<file path="src/logic/countdown_regs.vh">
// How it works
// - auto-restart set: reload preset on expiry
// - auto-restart clear: stop at zero, set flag
// - tick rate is clock over two-power exponent
// - receive-finish halt when bit 3 set
// - first-received-bit halt when bit 2 set
// - transmit-finish launch when bit 1 set
// - first-sent-bit launch when bit 0 set
// - launch while running reloads the counter
// - every launch loads the eight-bit preset
// - preset writes take effect at the next launch or auto-restart reload
// - zero preset never launches the timer
// - invert bit flips irq pin level
// - active-drive bit selects push-pull or open drain
`ifndef COUNTDOWN_REGS_VH
`define COUNTDOWN_REGS_VH
// register addresses
`define TICK_CONFIG_ADDR 8'h2a
`define TRIGGER_CONTROL_ADDR 8'h2b
`define PRESET_ADDR 8'h2c
`define IRQ_STAGE_ADDR 8'h2d
`define FIXED_A_ADDR 8'h2e
`define FIXED_B_ADDR 8'h2f
// reset values
`define TICK_CONFIG_RST 8'h0b
`define TRIGGER_CONTROL_RST 8'h02
`define PRESET_RST 8'h00
`define IRQ_STAGE_RST 8'h02
`define FIXED_RST 8'h00
// field positions
`define RELOAD_ON_EXPIRY_BIT 5
`define EXPONENT_MSB 4
`define HALT_RX_FINISH_BIT 3
`define HALT_RX_FIRST_BIT 2
`define LAUNCH_TX_FINISH_BIT 1
`define LAUNCH_TX_FIRST_BIT 0
`define IRQ_INVERT_BIT 1
`define IRQ_ACTIVE_DRIVE_BIT 0
// largest usable exponent
`define EXPONENT_MAX 5'h0f
`endif

</file>
<file path="src/logic/tick_divider.v">
`timescale 1ns/1ps
`default_nettype none
`include "countdown_regs.vh"
module tick_divider
#(
  parameter WIDTH = 16
)
(
  // clock and reset
  input wire ref_clk_in,
  input wire nrst_in,
  // control
  input wire run_in,
  input wire [4:0] exponent_in,
  // tick out
  output reg tick_out
);
  // free counter, cleared while idle so each launch starts a full period
  reg [WIDTH-1:0] count_reg;
  // exponent limited to the usable range
  wire [4:0] exp_lim = (exponent_in > `EXPONENT_MAX) ? `EXPONENT_MAX : exponent_in;
  // terminal count mask: low exp bits all ones
  wire [WIDTH-1:0] mask = ({{(WIDTH-1){1'b0}}, 1'b1} << exp_lim) - {{(WIDTH-1){1'b0}}, 1'b1};

  // divider: one pulse every 2^exp clocks
  always @(posedge ref_clk_in)
  begin
    if (!nrst_in)
    begin
      count_reg <= {WIDTH{1'b0}};
      tick_out <= 1'b0;
    end
    else if (!run_in)
    begin
      count_reg <= {WIDTH{1'b0}};
      tick_out <= 1'b0;
    end
    else
    begin
      // pulse when the masked bits are full
      tick_out <= ((count_reg & mask) == mask);
      count_reg <= count_reg + {{(WIDTH-1){1'b0}}, 1'b1};
    end
  end
endmodule
`default_nettype wire

</file>
<file path="src/logic/countdown_timer.v">
`timescale 1ns/1ps
`default_nettype none
`include "countdown_regs.vh"
module countdown_timer
(
  // clock and reset
  input wire ref_clk_in,
  input wire nrst_in,
  // register port
  input wire [7:0] addr_in,
  input wire wr_in,
  input wire rd_in,
  input wire [7:0] wdata_in,
  output reg [7:0] rdata_out,
  // link events, one-cycle pulses
  input wire tx_first_bit_in,
  input wire tx_finish_in,
  input wire rx_first_bit_in,
  input wire rx_finish_in,
  // interrupt request bit and its clear
  input wire irq_bit_in,
  input wire flag_clear_in,
  output reg countdown_expired_flag_out,
  // status
  output reg running_out,
  output reg [7:0] count_out,
  // irq pin
  output reg irq_pin_out,
  output reg irq_pin_oe_out
);
  // one-hot states
  localparam IDLE = 2'b01;
  localparam RUN = 2'b10;

  // registers
  reg [7:0] tick_config_reg;
  reg [7:0] trigger_control_reg;
  reg [7:0] preset_reg;
  reg [7:0] irq_stage_reg;
  reg [7:0] fixed_a_reg;
  reg [7:0] fixed_b_reg;
  reg [1:0] state_reg;
  reg [1:0] state_next;
  reg [7:0] count_next;
  reg flag_next;
  wire tick;

  // control fields
  wire reload_on_expiry = tick_config_reg[`RELOAD_ON_EXPIRY_BIT];
  wire [4:0] tick_divider_exponent = tick_config_reg[`EXPONENT_MSB:0];
  // launch and halt conditions
  wire launch = (trigger_control_reg[`LAUNCH_TX_FIRST_BIT] & tx_first_bit_in)
              | (trigger_control_reg[`LAUNCH_TX_FINISH_BIT] & tx_finish_in);
  wire halt = (trigger_control_reg[`HALT_RX_FIRST_BIT] & rx_first_bit_in)
            | (trigger_control_reg[`HALT_RX_FINISH_BIT] & rx_finish_in);
  // irq level before the output stage
  wire irq_level = irq_bit_in ^ irq_stage_reg[`IRQ_INVERT_BIT];

  // prescaler
  tick_divider #(.WIDTH(16)) u_div
  (
    .ref_clk_in(ref_clk_in),
    .nrst_in(nrst_in),
    .run_in(state_reg == RUN && !launch),
    .exponent_in(tick_divider_exponent),
    .tick_out(tick)
  );

  // register writes; host keeps reserved bits as they are
  always @(posedge ref_clk_in)
  begin
    if (!nrst_in)
    begin
      tick_config_reg <= `TICK_CONFIG_RST;
      trigger_control_reg <= `TRIGGER_CONTROL_RST;
      preset_reg <= `PRESET_RST;
      irq_stage_reg <= `IRQ_STAGE_RST;
      fixed_a_reg <= `FIXED_RST;
      fixed_b_reg <= `FIXED_RST;
    end
    else if (wr_in)
    begin
      // address decode
      if (addr_in == `TICK_CONFIG_ADDR)
        tick_config_reg <= wdata_in;
      else if (addr_in == `TRIGGER_CONTROL_ADDR)
        trigger_control_reg <= wdata_in;
      else if (addr_in == `PRESET_ADDR)
        preset_reg <= wdata_in;
      else if (addr_in == `IRQ_STAGE_ADDR)
        irq_stage_reg <= wdata_in;
      else if (addr_in == `FIXED_A_ADDR)
        fixed_a_reg <= wdata_in;
      else if (addr_in == `FIXED_B_ADDR)
        fixed_b_reg <= wdata_in;
    end
  end

  // read data, registered; unmapped reads zero
  always @(posedge ref_clk_in)
  begin
    if (!nrst_in)
      rdata_out <= 8'h00;
    else if (rd_in)
    begin
      if (addr_in == `TICK_CONFIG_ADDR)
        rdata_out <= tick_config_reg;
      else if (addr_in == `TRIGGER_CONTROL_ADDR)
        rdata_out <= trigger_control_reg;
      else if (addr_in == `PRESET_ADDR)
        rdata_out <= preset_reg;
      else if (addr_in == `IRQ_STAGE_ADDR)
        rdata_out <= irq_stage_reg;
      else if (addr_in == `FIXED_A_ADDR)
        rdata_out <= fixed_a_reg;
      else if (addr_in == `FIXED_B_ADDR)
        rdata_out <= fixed_b_reg;
      else
        rdata_out <= 8'h00;
    end
  end

  // countdown state machine
  always @*
  begin
    state_next = state_reg;
    count_next = count_out;
    flag_next = countdown_expired_flag_out & ~flag_clear_in;
    case (state_reg)
      IDLE:
      begin
        // zero preset blocks the launch
        if (launch && preset_reg != 8'h00)
        begin
          state_next = RUN;
          count_next = preset_reg;
        end
      end
      RUN:
      begin
        if (launch && preset_reg != 8'h00)
          count_next = preset_reg;
        else if (halt)
          state_next = IDLE;
        else if (tick)
        begin
          if (count_out == 8'h01 || count_out == 8'h00)
          begin
            if (reload_on_expiry)
              count_next = preset_reg;
            else
            begin
              // stop at zero and raise the flag; set beats clear
              count_next = 8'h00;
              flag_next = 1'b1;
              state_next = IDLE;
            end
          end
          else
            count_next = count_out - 8'h01;
        end
      end
      default:
        state_next = IDLE;
    endcase
  end

  // state and output flops
  always @(posedge ref_clk_in)
  begin
    if (!nrst_in)
    begin
      state_reg <= IDLE;
      count_out <= 8'h00;
      countdown_expired_flag_out <= 1'b0;
      running_out <= 1'b0;
      irq_pin_out <= 1'b0;
      irq_pin_oe_out <= 1'b1;
    end
    else
    begin
      state_reg <= state_next;
      count_out <= count_next;
      countdown_expired_flag_out <= flag_next;
      running_out <= (state_next == RUN);
      // push-pull drives both levels, open drain only low
      irq_pin_out <= irq_level;
      irq_pin_oe_out <= irq_stage_reg[`IRQ_ACTIVE_DRIVE_BIT] | ~irq_level;
    end
  end
endmodule
`default_nettype wire

</file>
<file path="config.mk">
export PLATFORM = sky130hd
export DESIGN_NAME = countdown_timer
export DESIGN_NICKNAME = d
export VERILOG_FILES = /design/src/logic/tick_divider.v /design/src/logic/countdown_timer.v
export VERILOG_INCLUDE_DIRS = /design/src /design/src/logic
export SDC_FILE = /design/constraint.sdc
export NUM_CORES = 1
export LEC_CHECK = 0
export BUFFER_PORTS_ARGS = -buffer_cell sky130_fd_sc_hd__buf_2
export CORE_ASPECT_RATIO = 0.8
export CORE_UTILIZATION = 45
export DETAILED_ROUTE_END_ITERATION = 7
export PLACE_DENSITY_LB_ADDON = 0.08
export SETUP_SLACK_MARGIN = 0.15
export SYNTH_ARGS = -nofsm -noshare
export SYNTH_HDL_FRONTEND = slang
export SYNTH_SLANG_ARGS = --single-unit
</file>
<file path="constraint.sdc">
create_clock -name ref_clk_in -period 5 [get_ports ref_clk_in]
set_input_delay 0.5 -clock ref_clk_in [delete_from_list [all_inputs] [get_ports ref_clk_in]]
set_output_delay 0.5 -clock ref_clk_in [all_outputs]
set_load 0.02 [all_outputs]
</file>
==> qor.csv, run 1 <==
stage,metric,value,unit
outcome,outcome,"finished, final reports clean",
cts,cts.path.max_buffers,2,
place,hpwl,7560,um
floorplanning,die_h,89.2,um
critical_path,crit_fanout,18,
layout,fin_util,0.525,
cts,ctsResizeCount,0,
timing,fmax,385,MHz
logic_synthesis,synth_top_cells_by_count,"86 x dfxtp_1, 67 x nor2_1, 43 x mux2i_1, 38 x nand2_1, 37 x a21oi_1",
logic_synthesis,synth.area.top_cells,"dfxtp_1 40%, mux2i_1 10%, nor2_1 5.9%, a21oi_1 4.3%, mux4_2 3.7%",
timing,min_period_over_period,0.520,
layout,drive_above_1_share,0.148,
logic_synthesis,ys_seq_area_frac,0.403,
drt,drc,0,
logic_synthesis,synth-main-ff-cell,dfxtp_1,
cts,ctsRootBufferMaster,clkbuf_16,
logic_synthesis,yosysMostFrequentCell,dfxtp_1,
floorplanning,fp.coreArea,9150,um^2
drt,wl_per_cell,16.6,um
floorplanning,die_w,111,um
logic_synthesis,synth_edf_count,0,
logic_synthesis,syn_inst,490,
logic_synthesis,synth-async-reset-ratio,0,
cts,cts.clk_slew.worst_paths,0.06,ns
cts,cts-htree-levels,3,
grt,grt_pass1_vias,3289,
pwr,powerDensity,309,nW/um^2
critical_path,cp.required,5.24,ns
timing,skew,0.00616,ns
place,io_buffer_count,45,
cts,postCtsHoldBufs,0,
pwr,vdd_drop_max,0.189,mV
drt,postRouteAntennaNets,0,
logic_synthesis,ys_ff_latch,86,
layout,nets,548,
worst_hold_path,min_path_type,input pin to flip-flop,
drt,vias_per_cell,5.77,
grt,grt_use_total,0.228,
critical_path,end_kind,flip-flop,
layout,largest_reg_flops,15,
floorplanning,ios,46,
layout,fillers,889,
critical_path,cp.arrival,2.84,ns
worst_hold_path,min_from,irq_bit_in,
floorplanning,rows,31,
critical_path,startpoint,tick_config_reg[1]$_SDFFE_PN1P_,
timing,min_period,2.60,ns
grt,grt_max_degree,35,
logic_synthesis,synth.distinct_cells,62,
layout,area_delta_synth_final,12.3,%
timing,fin_tns_setup,0,ns
logic_synthesis,syn_avg_cell_area,8.73,um^2
layout,diodes,0,
cts,cts_setup_buffers,0,
logic_synthesis,syn_nets,522,
critical_path,reg2reg_from,tick_config_reg[1]$_SDFFE_PN1P_,
timing,finalSetupViolCount,0,
place,place_congestion,0.937,
timing,hold_violations,0,
cts,cts_buffers,9,
grt,grt_pass1_wl,17400,um
pwr,p_leak,2.01,nW
critical_path,criticalPathCategory,flip-flop to flip-flop,
cts,clock_sinks,86,
layout,layout.cells.non_filler,636,
place,dp_cells,620,
logic_synthesis,yosysWarnings,0,
drt,drt_wl_total,10600,um
floorplanning,initial_core_util,0.467,
critical_path,setup.worst_path.start_class,flip-flop,
drt,initialDrtViolationCount,225,
drt,dr.pass1.iters,6,
floorplanning,die-area,9900,um^2
logic_synthesis,synth_area,4280,um^2
grt,antenna_found_initial,0,
timing,drv_slew,0,
cts,clock_latency,0.34,ns
drt,vias,3668,
flow_run,cap_violations,0,
timing,worstMarginPinSlew,1.22,ns
timing,rsz0062_at_grt,false,
logic_synthesis,yosysTopAreaCellShare,0.403,
grt,globalRouteOverflowTotal,0,
timing,slew_headroom,0.177,
cts,cts_tree,done,
logic_synthesis,synth_top_area_cell,dfxtp_1,
report_power, final:
| group | switching [W] | leakage (nW) | internal (W) |
|---|---|---|---|
| sequential | 0.0000106 | 0.694 | 0.000695 |
| combinational | 0.0000955 | 1.18 | 0.0000600 |
| clock | 0.000275 | 0.135 | 0.000350 |
| total | 0.000381 | 2.01 | 0.00110 |
metrics by stage:
stage,hold WS (ns),cell area [um^2],total power [W],setup WS (ns)
finish,0.406,4800,0.00149,2.40
global route,0.435,4800,0.00155,2.11
CTS,0.404,4800,0.00150,2.43
detailed placement,0.444,4530,0.000875,2.32
global placement,0.440,4530,0.000873,2.50
floorplan,0.430,4280,0.000830,2.81
logic make-up (layout without fill, tap and decap cells):
kind of cell	after synthesis	in the layout	synth area share
AOI/OAI and AO/OA	105	105	0.159
xor gates and xnor gates	13	13	0.0266
adders and majority gates	6	6	0.0176
buffers and inverters	46	77	0.0430
DFF	86	86	0.403
muxes	50	50	0.138
and+or+nand+nor	184	184	0.214
worst paths after layout:
kind,end,slack [ns],cells past startpoint
max,u_div.tick_out$_SDFF_PN0_,2.40,8
min,irq_pin_out$_SDFF_PN0_,0.41,3
max reg2reg,u_div.tick_out$_SDFF_PN0_,2.40,8
min reg2reg,rdata_out[7]$_SDFFE_PN0P_,0.45,2
cell usage in the layout (no fill, tap or decap), drive strengths merged, types with 5 or more instances in the layout:
cell type,count
clkinv,5
buf,46
xor2,7
dfxtp,86
nand3,21
nor4,5
nand4,5
a21oi,37
mux2i,43
clkbuf,11
ha,6
nand3b,5
xnor2,6
mux4,7
o31ai,7
and3,5
inv,14
o21ai,18
o22ai,6
nor2,67
nand2,38
nor2b,5
or3,9
worst max-delay path: stages (launching register included):
cell	delay, ns
dfxtp_1	0.68
nor2_1	0.15
nand3_1	0.14
ha_1	0.43
or3_1	0.23
o31ai_1	0.08
a222oi_1	0.32
o2111ai_1	0.16
nor4b_1	0.31
cell type report:
cell class                 instances  area, um^2  share of cell area
tap                              115         144              0.0300
multi-input combinational        358        2370               0.494
timing repair buffer              46         233              0.0485
clock buffer                      11         243              0.0505
clock inverter                     5        35.0             0.00729
sequential                        86        1720               0.358
inverter                          15        56.3              0.0117
routing by layer:
| metal | vias to the layer above | GRT usage | wire (um) |
|---|---|---|---|
| li1 | 1839 | - | - |
| met1 | 1741 | 0.324 | 5420 |
| met2 | 80 | 0.350 | 4580 |
| met3 | 8 | 0.0488 | 463 |
| met4 | 0 | 0.0623 | 94 |
| met5 | - | 0 | 0 |
Power figures use the tool's default switching activity.
==> run 2: changes to the inputs <==
--- a/config.mk
+++ b/config.mk
@@ -6,6 +6,7 @@
 export SDC_FILE = /design/constraint.sdc
 export NUM_CORES = 1
 export LEC_CHECK = 0
+export ABC_AREA = 1
 export BUFFER_PORTS_ARGS = -buffer_cell sky130_fd_sc_hd__buf_2
 export CORE_ASPECT_RATIO = 0.8
 export CORE_UTILIZATION = 45
==> constraint.sdc (replaced) <==
create_clock -name ref_clk_in -period 2.5 [get_ports ref_clk_in]
set_input_delay 0.25 -clock ref_clk_in [delete_from_list [all_inputs] [get_ports ref_clk_in]]
set_output_delay 0.25 -clock ref_clk_in [all_outputs]
set_load 0.02 [all_outputs]
==> qor.csv, run 2 <==
stage,metric,value,unit,change
timing,fmax,512,MHz,+33%
drt,drc,0,,unchanged
layout,largest_reg_flops,15,,unchanged
outcome,outcome,"finished, final reports clean",,
critical_path,crit_top_cell,nor2_1,,
grt,grt_max_degree,54,,+54%
logic_synthesis,yosysMostFrequentCell,nand2_1,,
logic_synthesis,synth-async-reset-ratio,0,,unchanged
timing,rsz0062_at_grt,false,,
cts,clock_latency,0.34,ns,about the same
grt,grt_use_total,0.242,,+0.0142
grt,antenna_found_initial,0,,unchanged
cts,cts.path.max_buffers,2,,unchanged
critical_path,reg2reg_from,tick_config_reg[1]$_SDFFE_PN1P_,,
layout,layout_common_cells,"97 x nand2_1, 86 x dfxtp_1, 78 x inv_1",,
floorplanning,ios,46,,unchanged
layout,drive_above_1_share,0.186,,+0.0378
layout,layout.cells.non_filler,831,,+31%
grt,grt_pass1_vias,4017,,+22%
layout,fin_util,0.534,,+0.00957
drt,dr.pass1.iters,5,,-1
critical_path,critPathCapture,u_div.tick_out$_SDFF_PN0_,,
timing,worstMarginPinSlew,0.584,ns,-0.641 ns
critical_path,worstPathCellList,nor2_1 -> nand4_1 -> ha_1 -> inv_1 -> o21bai_1 -> nand2_1 -> nand2_1 -> nand4_1 -> nor2_1 -> nand3_1 -> nor2_1,,
cts,cts_buffers,9,,unchanged
grt,grt_pass1_wl,19800,um,+14%
logic_synthesis,synth_area,4640,um^2,+8.4%
logic_synthesis,synth_edf_count,0,,unchanged
critical_path,r2r_cells,11,,+3
drt,wl_per_cell,14.5,um,-13%
grt,globalRouteOverflowTotal,0,,unchanged
critical_path,cp.arrival,2.23,ns,-0.61 ns
cts,clock_sinks,86,,unchanged
drt,drt_wl_total,12000,um,+14%
drt,postRouteAntennaNets,0,,unchanged
place,place_congestion,0.829,,-12%
logic_synthesis,yosysTopAreaCellShare,0.371,,-0.0312
place,pre_cts_ws,0.631,ns,-1.69 ns
critical_path,slowest_stage,dfxtp_1,,
place,io_buffer_count,45,,unchanged
critical_path,end_kind,flip-flop,,
layout,layout_commonest_cell,nand2_1,,
logic_synthesis,yosysWarnings,0,,unchanged
layout,fillers,942,,+6.0%
timing,min_period,1.95,ns,-0.645 ns
layout,design_area,5240,um^2,+9.1%
critical_path,ff2ff_setup_slack,0.55,ns,-1.85 ns
logic_synthesis,syn_nets,687,,+32%
floorplanning,die_w,115,um,+4.0%
cts,postCtsHoldBufs,0,,unchanged
critical_path,startpoint,tick_config_reg[1]$_SDFFE_PN1P_,,
pwr,p_leak,2.21,nW,+10%
drt,vias,4365,,+19%
logic_synthesis,synth_top_area_cell,dfxtp_1,,
flow_run,cap_violations,0,,unchanged
logic_synthesis,ys_ff_latch,86,,unchanged
drt,vias_per_cell,5.25,,-8.9%
cts,cts_tree,done,,
timing,finalSetupViolCount,0,,unchanged
cts,ctsRootBufferMaster,clkbuf_16,,
logic_synthesis,syn_inst,655,,+34%
floorplanning,fp.coreArea,9810,um^2,+7.2%
timing,drv_slew,0,,unchanged
logic_synthesis,synth.distinct_cells,40,,-35%
pwr,vdd_drop_max,0.353,mV,+86%
timing,finalWorstSetupSlack,0.546,ns,-1.85 ns
logic_synthesis,synth-main-ff-cell,dfxtp_1,,
drt,initialDrtViolationCount,406,,+80%
cts,ctsResizeCount,0,,unchanged
critical_path,criticalPathCategory,flip-flop to flip-flop,,
critical_path,worst_r2r_endpoint,u_div.tick_out$_SDFF_PN0_,,
timing,min_period_over_period,0.782,,+0.262
timing,slew_headroom,0.610,,+0.433
place,dp_cells,815,,+31%
cts,cts.clk_slew.worst_paths,0.06,ns,about the same
logic_synthesis,ys_seq_area_frac,0.371,,-0.0312
logic_synthesis,synth.area.top_cells,"dfxtp_1 37%, nand2_1 7.9%, a21oi_1 7.3%, inv_1 6.3%, o21ai_0 6.0%",,
timing,skew,0.00782,ns,+0.00166 ns
layout,area_delta_synth_final,13.1,%,
timing,fin_tns_setup,0,ns,unchanged
floorplanning,initial_core_util,0.473,,+0.00538
logic_synthesis,synth_top_cells_by_count,"97 x nand2_1, 86 x dfxtp_1, 78 x inv_1, 68 x a21oi_1, 65 x nor2_1",,
layout,nets,722,,+32%
logic_synthesis,syn_avg_cell_area,7.08,um^2,-19%
critical_path,max_stage_delay,0.44,ns,-0.24 ns
pwr,powerDensity,678,nW/um^2,+120%
worst_hold_path,min_path_type,input pin to flip-flop,,
critical_path,setup.worst_path.start_class,flip-flop,,
place,hpwl,8870,um,+17%
critical_path,cp.required,2.77,ns,-2.47 ns
floorplanning,die_h,92.8,um,+4.0%
timing,hold_violations,0,,unchanged
floorplanning,rows,32,,+3.2%
floorplanning,die-area,10700,um^2,+8.2%
layout,diodes,0,,unchanged
critical_path,crit_fanout,10,,-8
place,postPlaceCellArea,4890,um^2,+8.1%
cts,cts-htree-levels,3,,unchanged
cts,cts_setup_buffers,0,,unchanged
==> run 2: changes by cell type in the layout (fill, tap and decap cells not counted), sizes merged, moves of 14 or more <==
cell | before | now
mux2i | 43 | 0
nor2 | 67 | 81
nand3 | 21 | 41
inv | 14 | 97
a21oi | 37 | 71
nand2 | 38 | 107
o21ai | 18 | 80
nand4 | 5 | 22
==> run 2: how the worst min path moves through the flow <==
stage                                                   start                                    end  slack, ns  depth (start not counted)
final                                           flag_clear_in  countdown_expired_flag_out$_SDFF_PN0_       0.16                          4
after detailed placement  trigger_control_reg[5]$_SDFFE_PN0P_    trigger_control_reg[5]$_SDFFE_PN0P_       0.44                          2
after global placement    trigger_control_reg[6]$_SDFFE_PN0P_    trigger_control_reg[6]$_SDFFE_PN0P_       0.43                          2
after CTS                                       flag_clear_in  countdown_expired_flag_out$_SDFF_PN0_       0.15                          4
after floorplan                                   wdata_in[0]        tick_config_reg[0]$_SDFFE_PN1P_       0.38                          2
after global routing                            flag_clear_in  countdown_expired_flag_out$_SDFF_PN0_       0.18                          4
==> run 2: kinds of logic after synthesis <==
kind of cell / share of synthesized area
buffers and inverters: 0.114
and+or+nand+nor: 0.292
AOI/OAI and AO/OA: 0.193
DFF: 0.371
xor gates and xnor gates: 0.0132
adders and majority gates: 0.0162
==> run 2: worst max-delay path: cells and delay by family (launching register included) <==
family	cells	cell delay, ns
buf+inv	1	0.12
simple gates	8	0.95
flops	1	0.44
compound gates	1	0.12
fa+ha+maj	1	0.26
==> run 2: layout make-up <==
class                           instances  area, um^2  area share
Timing Repair Buffer                   47         240      0.0458
Clock inverter                          3        90.1      0.0172
Inverter                               98         373      0.0711
Sequential cell                        86        1720       0.328
Multi-Input combinational cell        448        2390       0.455
Clock buffer                           13         260      0.0497
Tap cell                              136         170      0.0325
==> run 2: report_power, final <==
group          internal (W)  total [W]  switching [W]  leakage [nW]
sequential          0.00141    0.00145      0.0000387         0.695
clock               0.00103    0.00157       0.000536         0.170
combinational      0.000186   0.000532       0.000346          1.35
total               0.00263    0.00355       0.000921          2.21
==> run 2: layer usage <==
layer | vias to the layer above | share of wire | track usage | routed length [um]
met1 | 1994 | 0.50 | 0.331 | 5990
met3 | 18 | 0.051 | 0.0419 | 616
met4 | 0 | 0.017 | 0.0790 | 210
li1 | 2233 | - | - | -
met5 | - | 0 | 0 | 0
met2 | 120 | 0.43 | 0.383 | 5230
==> run 2: through the flow <==
stage                     hold WS [ns]  power, W
final                            0.163   0.00355
after global routing             0.183   0.00371
after CTS                        0.154   0.00359
after detailed placement         0.438   0.00201
after global placement           0.432   0.00200
after floorplan                  0.376   0.00188
==> run 3: changes to the inputs <==
==> constraint.sdc (replaced) <==
create_clock -name ref_clk_in -period 1.84 [get_ports ref_clk_in]
set_input_delay 0.184 -clock ref_clk_in [delete_from_list [all_inputs] [get_ports ref_clk_in]]
set_output_delay 0.184 -clock ref_clk_in [all_outputs]
set_load 0.02 [all_outputs]
==> qor.csv, run 3 (synthesized netlist as in run 2, its figures left out) <==
stage,metric,value,unit,change
outcome,outcome,"finished, final reports clean",,
drt,met1_length,6260,um,+4.5%
timing,hold_violations,0,,unchanged
place,pre_cts_ws,0.103,ns,-0.528 ns
critical_path,critPathCapture,u_div.tick_out$_SDFF_PN0_,,
drt,vias,4391,,+0.60%
drt,drc,0,,unchanged
cts,cts.clk_slew.worst_paths,0.06,ns,about the same
grt,grt_pass1_vias,4118,,+2.5%
place,dp_cells,829,,+1.7%
critical_path,reg2reg_from,tick_config_reg[0]$_SDFFE_PN1P_,,
layout,fin_util,0.558,,+0.0233
timing,slew_headroom,0.635,,+0.0255
drt,met3_length,634,um,+2.9%
critical_path,crit_fanout,5,,-5
critical_path,ff2ff_setup_slack,0.16,ns,-0.39 ns
pwr,p_leak,2.31,nW,+4.2%
timing,min_period,1.68,ns,-0.275 ns
layout,nets,746,,+3.3%
critical_path,cp.arrival,1.96,ns,-0.27 ns
drt,initialDrtViolationCount,280,,-31%
layout,diodes,0,,unchanged
drt,wl_per_cell,14.6,um,+0.85%
cts,clock_latency,0.35,ns,about the same
pwr,powerDensity,847,nW/um^2,+25%
drt,highest_layer,met4,,
timing,finalWorstSetupSlack,0.160,ns,-0.385 ns
cts,ctsRootBufferMaster,clkbuf_16,,
floorplanning,ios,46,,unchanged
drt,wl_met2,5450,um,+4.3%
critical_path,end_kind,flip-flop,,
worst_hold_path,hold_depth,4,,unchanged
cts,cts_tree,done,,
pwr,vdd_drop_max,0.589,mV,+67%
drt,vias_per_cell,5.14,,-2.2%
grt,grt_pass1_wl,20400,um,+2.6%
floorplanning,fp.coreArea,9810,um^2,unchanged
timing,rsz0062_at_grt,true,,
critical_path,criticalPathCategory,flip-flop to flip-flop,,
critical_path,setup.worst_path.start_class,flip-flop,,
place,place_congestion,0.838,,+1.1%
drt,dr.pass1.iters,5,,unchanged
floorplanning,initial_core_util,0.473,,unchanged
layout,layout.cells.non_filler,855,,+2.9%
timing,worstMarginPinSlew,0.547,ns,-0.0371 ns
drt,drt_wl_total,12500,um,+3.8%
layout,layout_common_cells,"96 x nand2_1, 83 x dfxtp_1, 75 x inv_1",,
layout,largest_reg_flops,15,,unchanged
layout,layout_commonest_cell,nand2_1,,
critical_path,cp.required,2.12,ns,-0.65 ns
floorplanning,die_w,115,um,unchanged
drt,postRouteAntennaNets,0,,unchanged
timing,skew,0.00624,ns,-0.00158 ns
cts,cts.path.max_buffers,2,,unchanged
timing,fin_tns_setup,0,ns,unchanged
grt,antenna_found_initial,0,,unchanged
floorplanning,die-area,10700,um^2,unchanged
floorplanning,die_h,92.8,um,unchanged
timing,fmax,595,MHz,+16%
critical_path,worst_r2r_endpoint,u_div.tick_out$_SDFF_PN0_,,
worst_hold_path,min_path_type,input pin to flip-flop,,
timing,drv_slew,0,,unchanged
layout,area_delta_synth_final,18.0,%,
grt,grt_use_total,0.248,,+0.00652
grt,globalRouteOverflowTotal,0,,unchanged
grt,grt_max_degree,34,,-37%
floorplanning,rows,32,,unchanged
cts,cts-htree-levels,3,,unchanged
critical_path,r2r_cells,11,,unchanged
cts,cts_buffers,9,,unchanged
pwr,total_power,0.00463,W,+30%
layout,drive_above_1_share,0.238,,+0.0522
cts,clock_sinks,86,,unchanged
critical_path,startpoint,tick_config_reg[0]$_SDFFE_PN1P_,,
flow_run,cap_violations,0,,unchanged
timing,finalSetupViolCount,0,,unchanged
place,hpwl,9180,um,+3.5%
place,io_buffer_count,45,,unchanged
timing,min_period_over_period,0.913,,+0.131
[run 3: changes by cell type in the layout (fill, tap and decap cells not counted), sizes merged]
| cell | change |
|---|---|
| clkbuf | -4 |
| clkinvlp | +2 |
| clkinv | +2 |
| buf | +24 |
| inv | +2 |
| bufinv | -2 |
[run 3: what timing repair did]
action                     4_1_cts  5_1_grt
setup buffers                    5        5
hold buffers                     0        0
pin swaps                        3       17
gates resized for setup          6       23
setup endpoints to repair        1       13
[run 3: critical path, cell delays in order, from the launching register on]
cell and delay, ns:
dfxtp_4 0.36, nor3_4 0.21, nand3_2 0.13, ha_4 0.20
inv_2 0.07, o21bai_1 0.10, nand2_1 0.06, nand2_1 0.05
nand4_1 0.08, nor2_1 0.14, nand3_1 0.09, nor2_1 0.11
[run 3: report_power, final]
group          internal [W]  switching [W]  total, W
Combinational      0.000296       0.000503  0.000799
Sequential          0.00192      0.0000562   0.00198
Clock               0.00106       0.000799   0.00186
Total               0.00327        0.00136   0.00463
[run 3: area by class of cell]
cell class / count / area, um^2
fillers: 961 / 4340
flip-flops and latches: 86 / 1730
repair buffers: 71 / 420
well taps: 136 / 170
inverters: 98 / 378
multi-input cells: 448 / 2480
clock inverters: 7 / 72.6
clock buffers: 9 / 225
[run 3: worst min path at each step]
| stage | slack [ns] | endpoint | from |
|---|---|---|---|
| 5_1_grt | 0.12 | countdown_expired_flag_out$_SDFF_PN0_ | flag_clear_in |
| 4_1_cts | 0.08 | countdown_expired_flag_out$_SDFF_PN0_ | flag_clear_in |
| 6_report | 0.09 | countdown_expired_flag_out$_SDFF_PN0_ | flag_clear_in |
| 3_5_place_dp | 0.43 | trigger_control_reg[5]$_SDFFE_PN0P_ | trigger_control_reg[5]$_SDFFE_PN0P_ |
| 3_3_place_gp | 0.43 | trigger_control_reg[5]$_SDFFE_PN0P_ | trigger_control_reg[5]$_SDFFE_PN0P_ |
| 2_1_floorplan | 0.31 | tick_config_reg[0]$_SDFFE_PN1P_ | wdata_in[0] |
[run 3: per-layer routing]
layer  global-route usage  vias up
met2                0.390       94
met5                    0        -
li1                     -     2279
met3               0.0406       14
met1                0.347     2004
met4               0.0714        0
[run 3: stage by stage]
step / hold slack, ns / instance area, um^2
3_3_place_gp: 0.431 / 5000
5_1_grt: 0.122 / 5470
6_report: 0.0899 / 5470
3_5_place_dp: 0.434 / 5000
4_1_cts: 0.0823 / 5360
2_1_floorplan: 0.310 / 4640
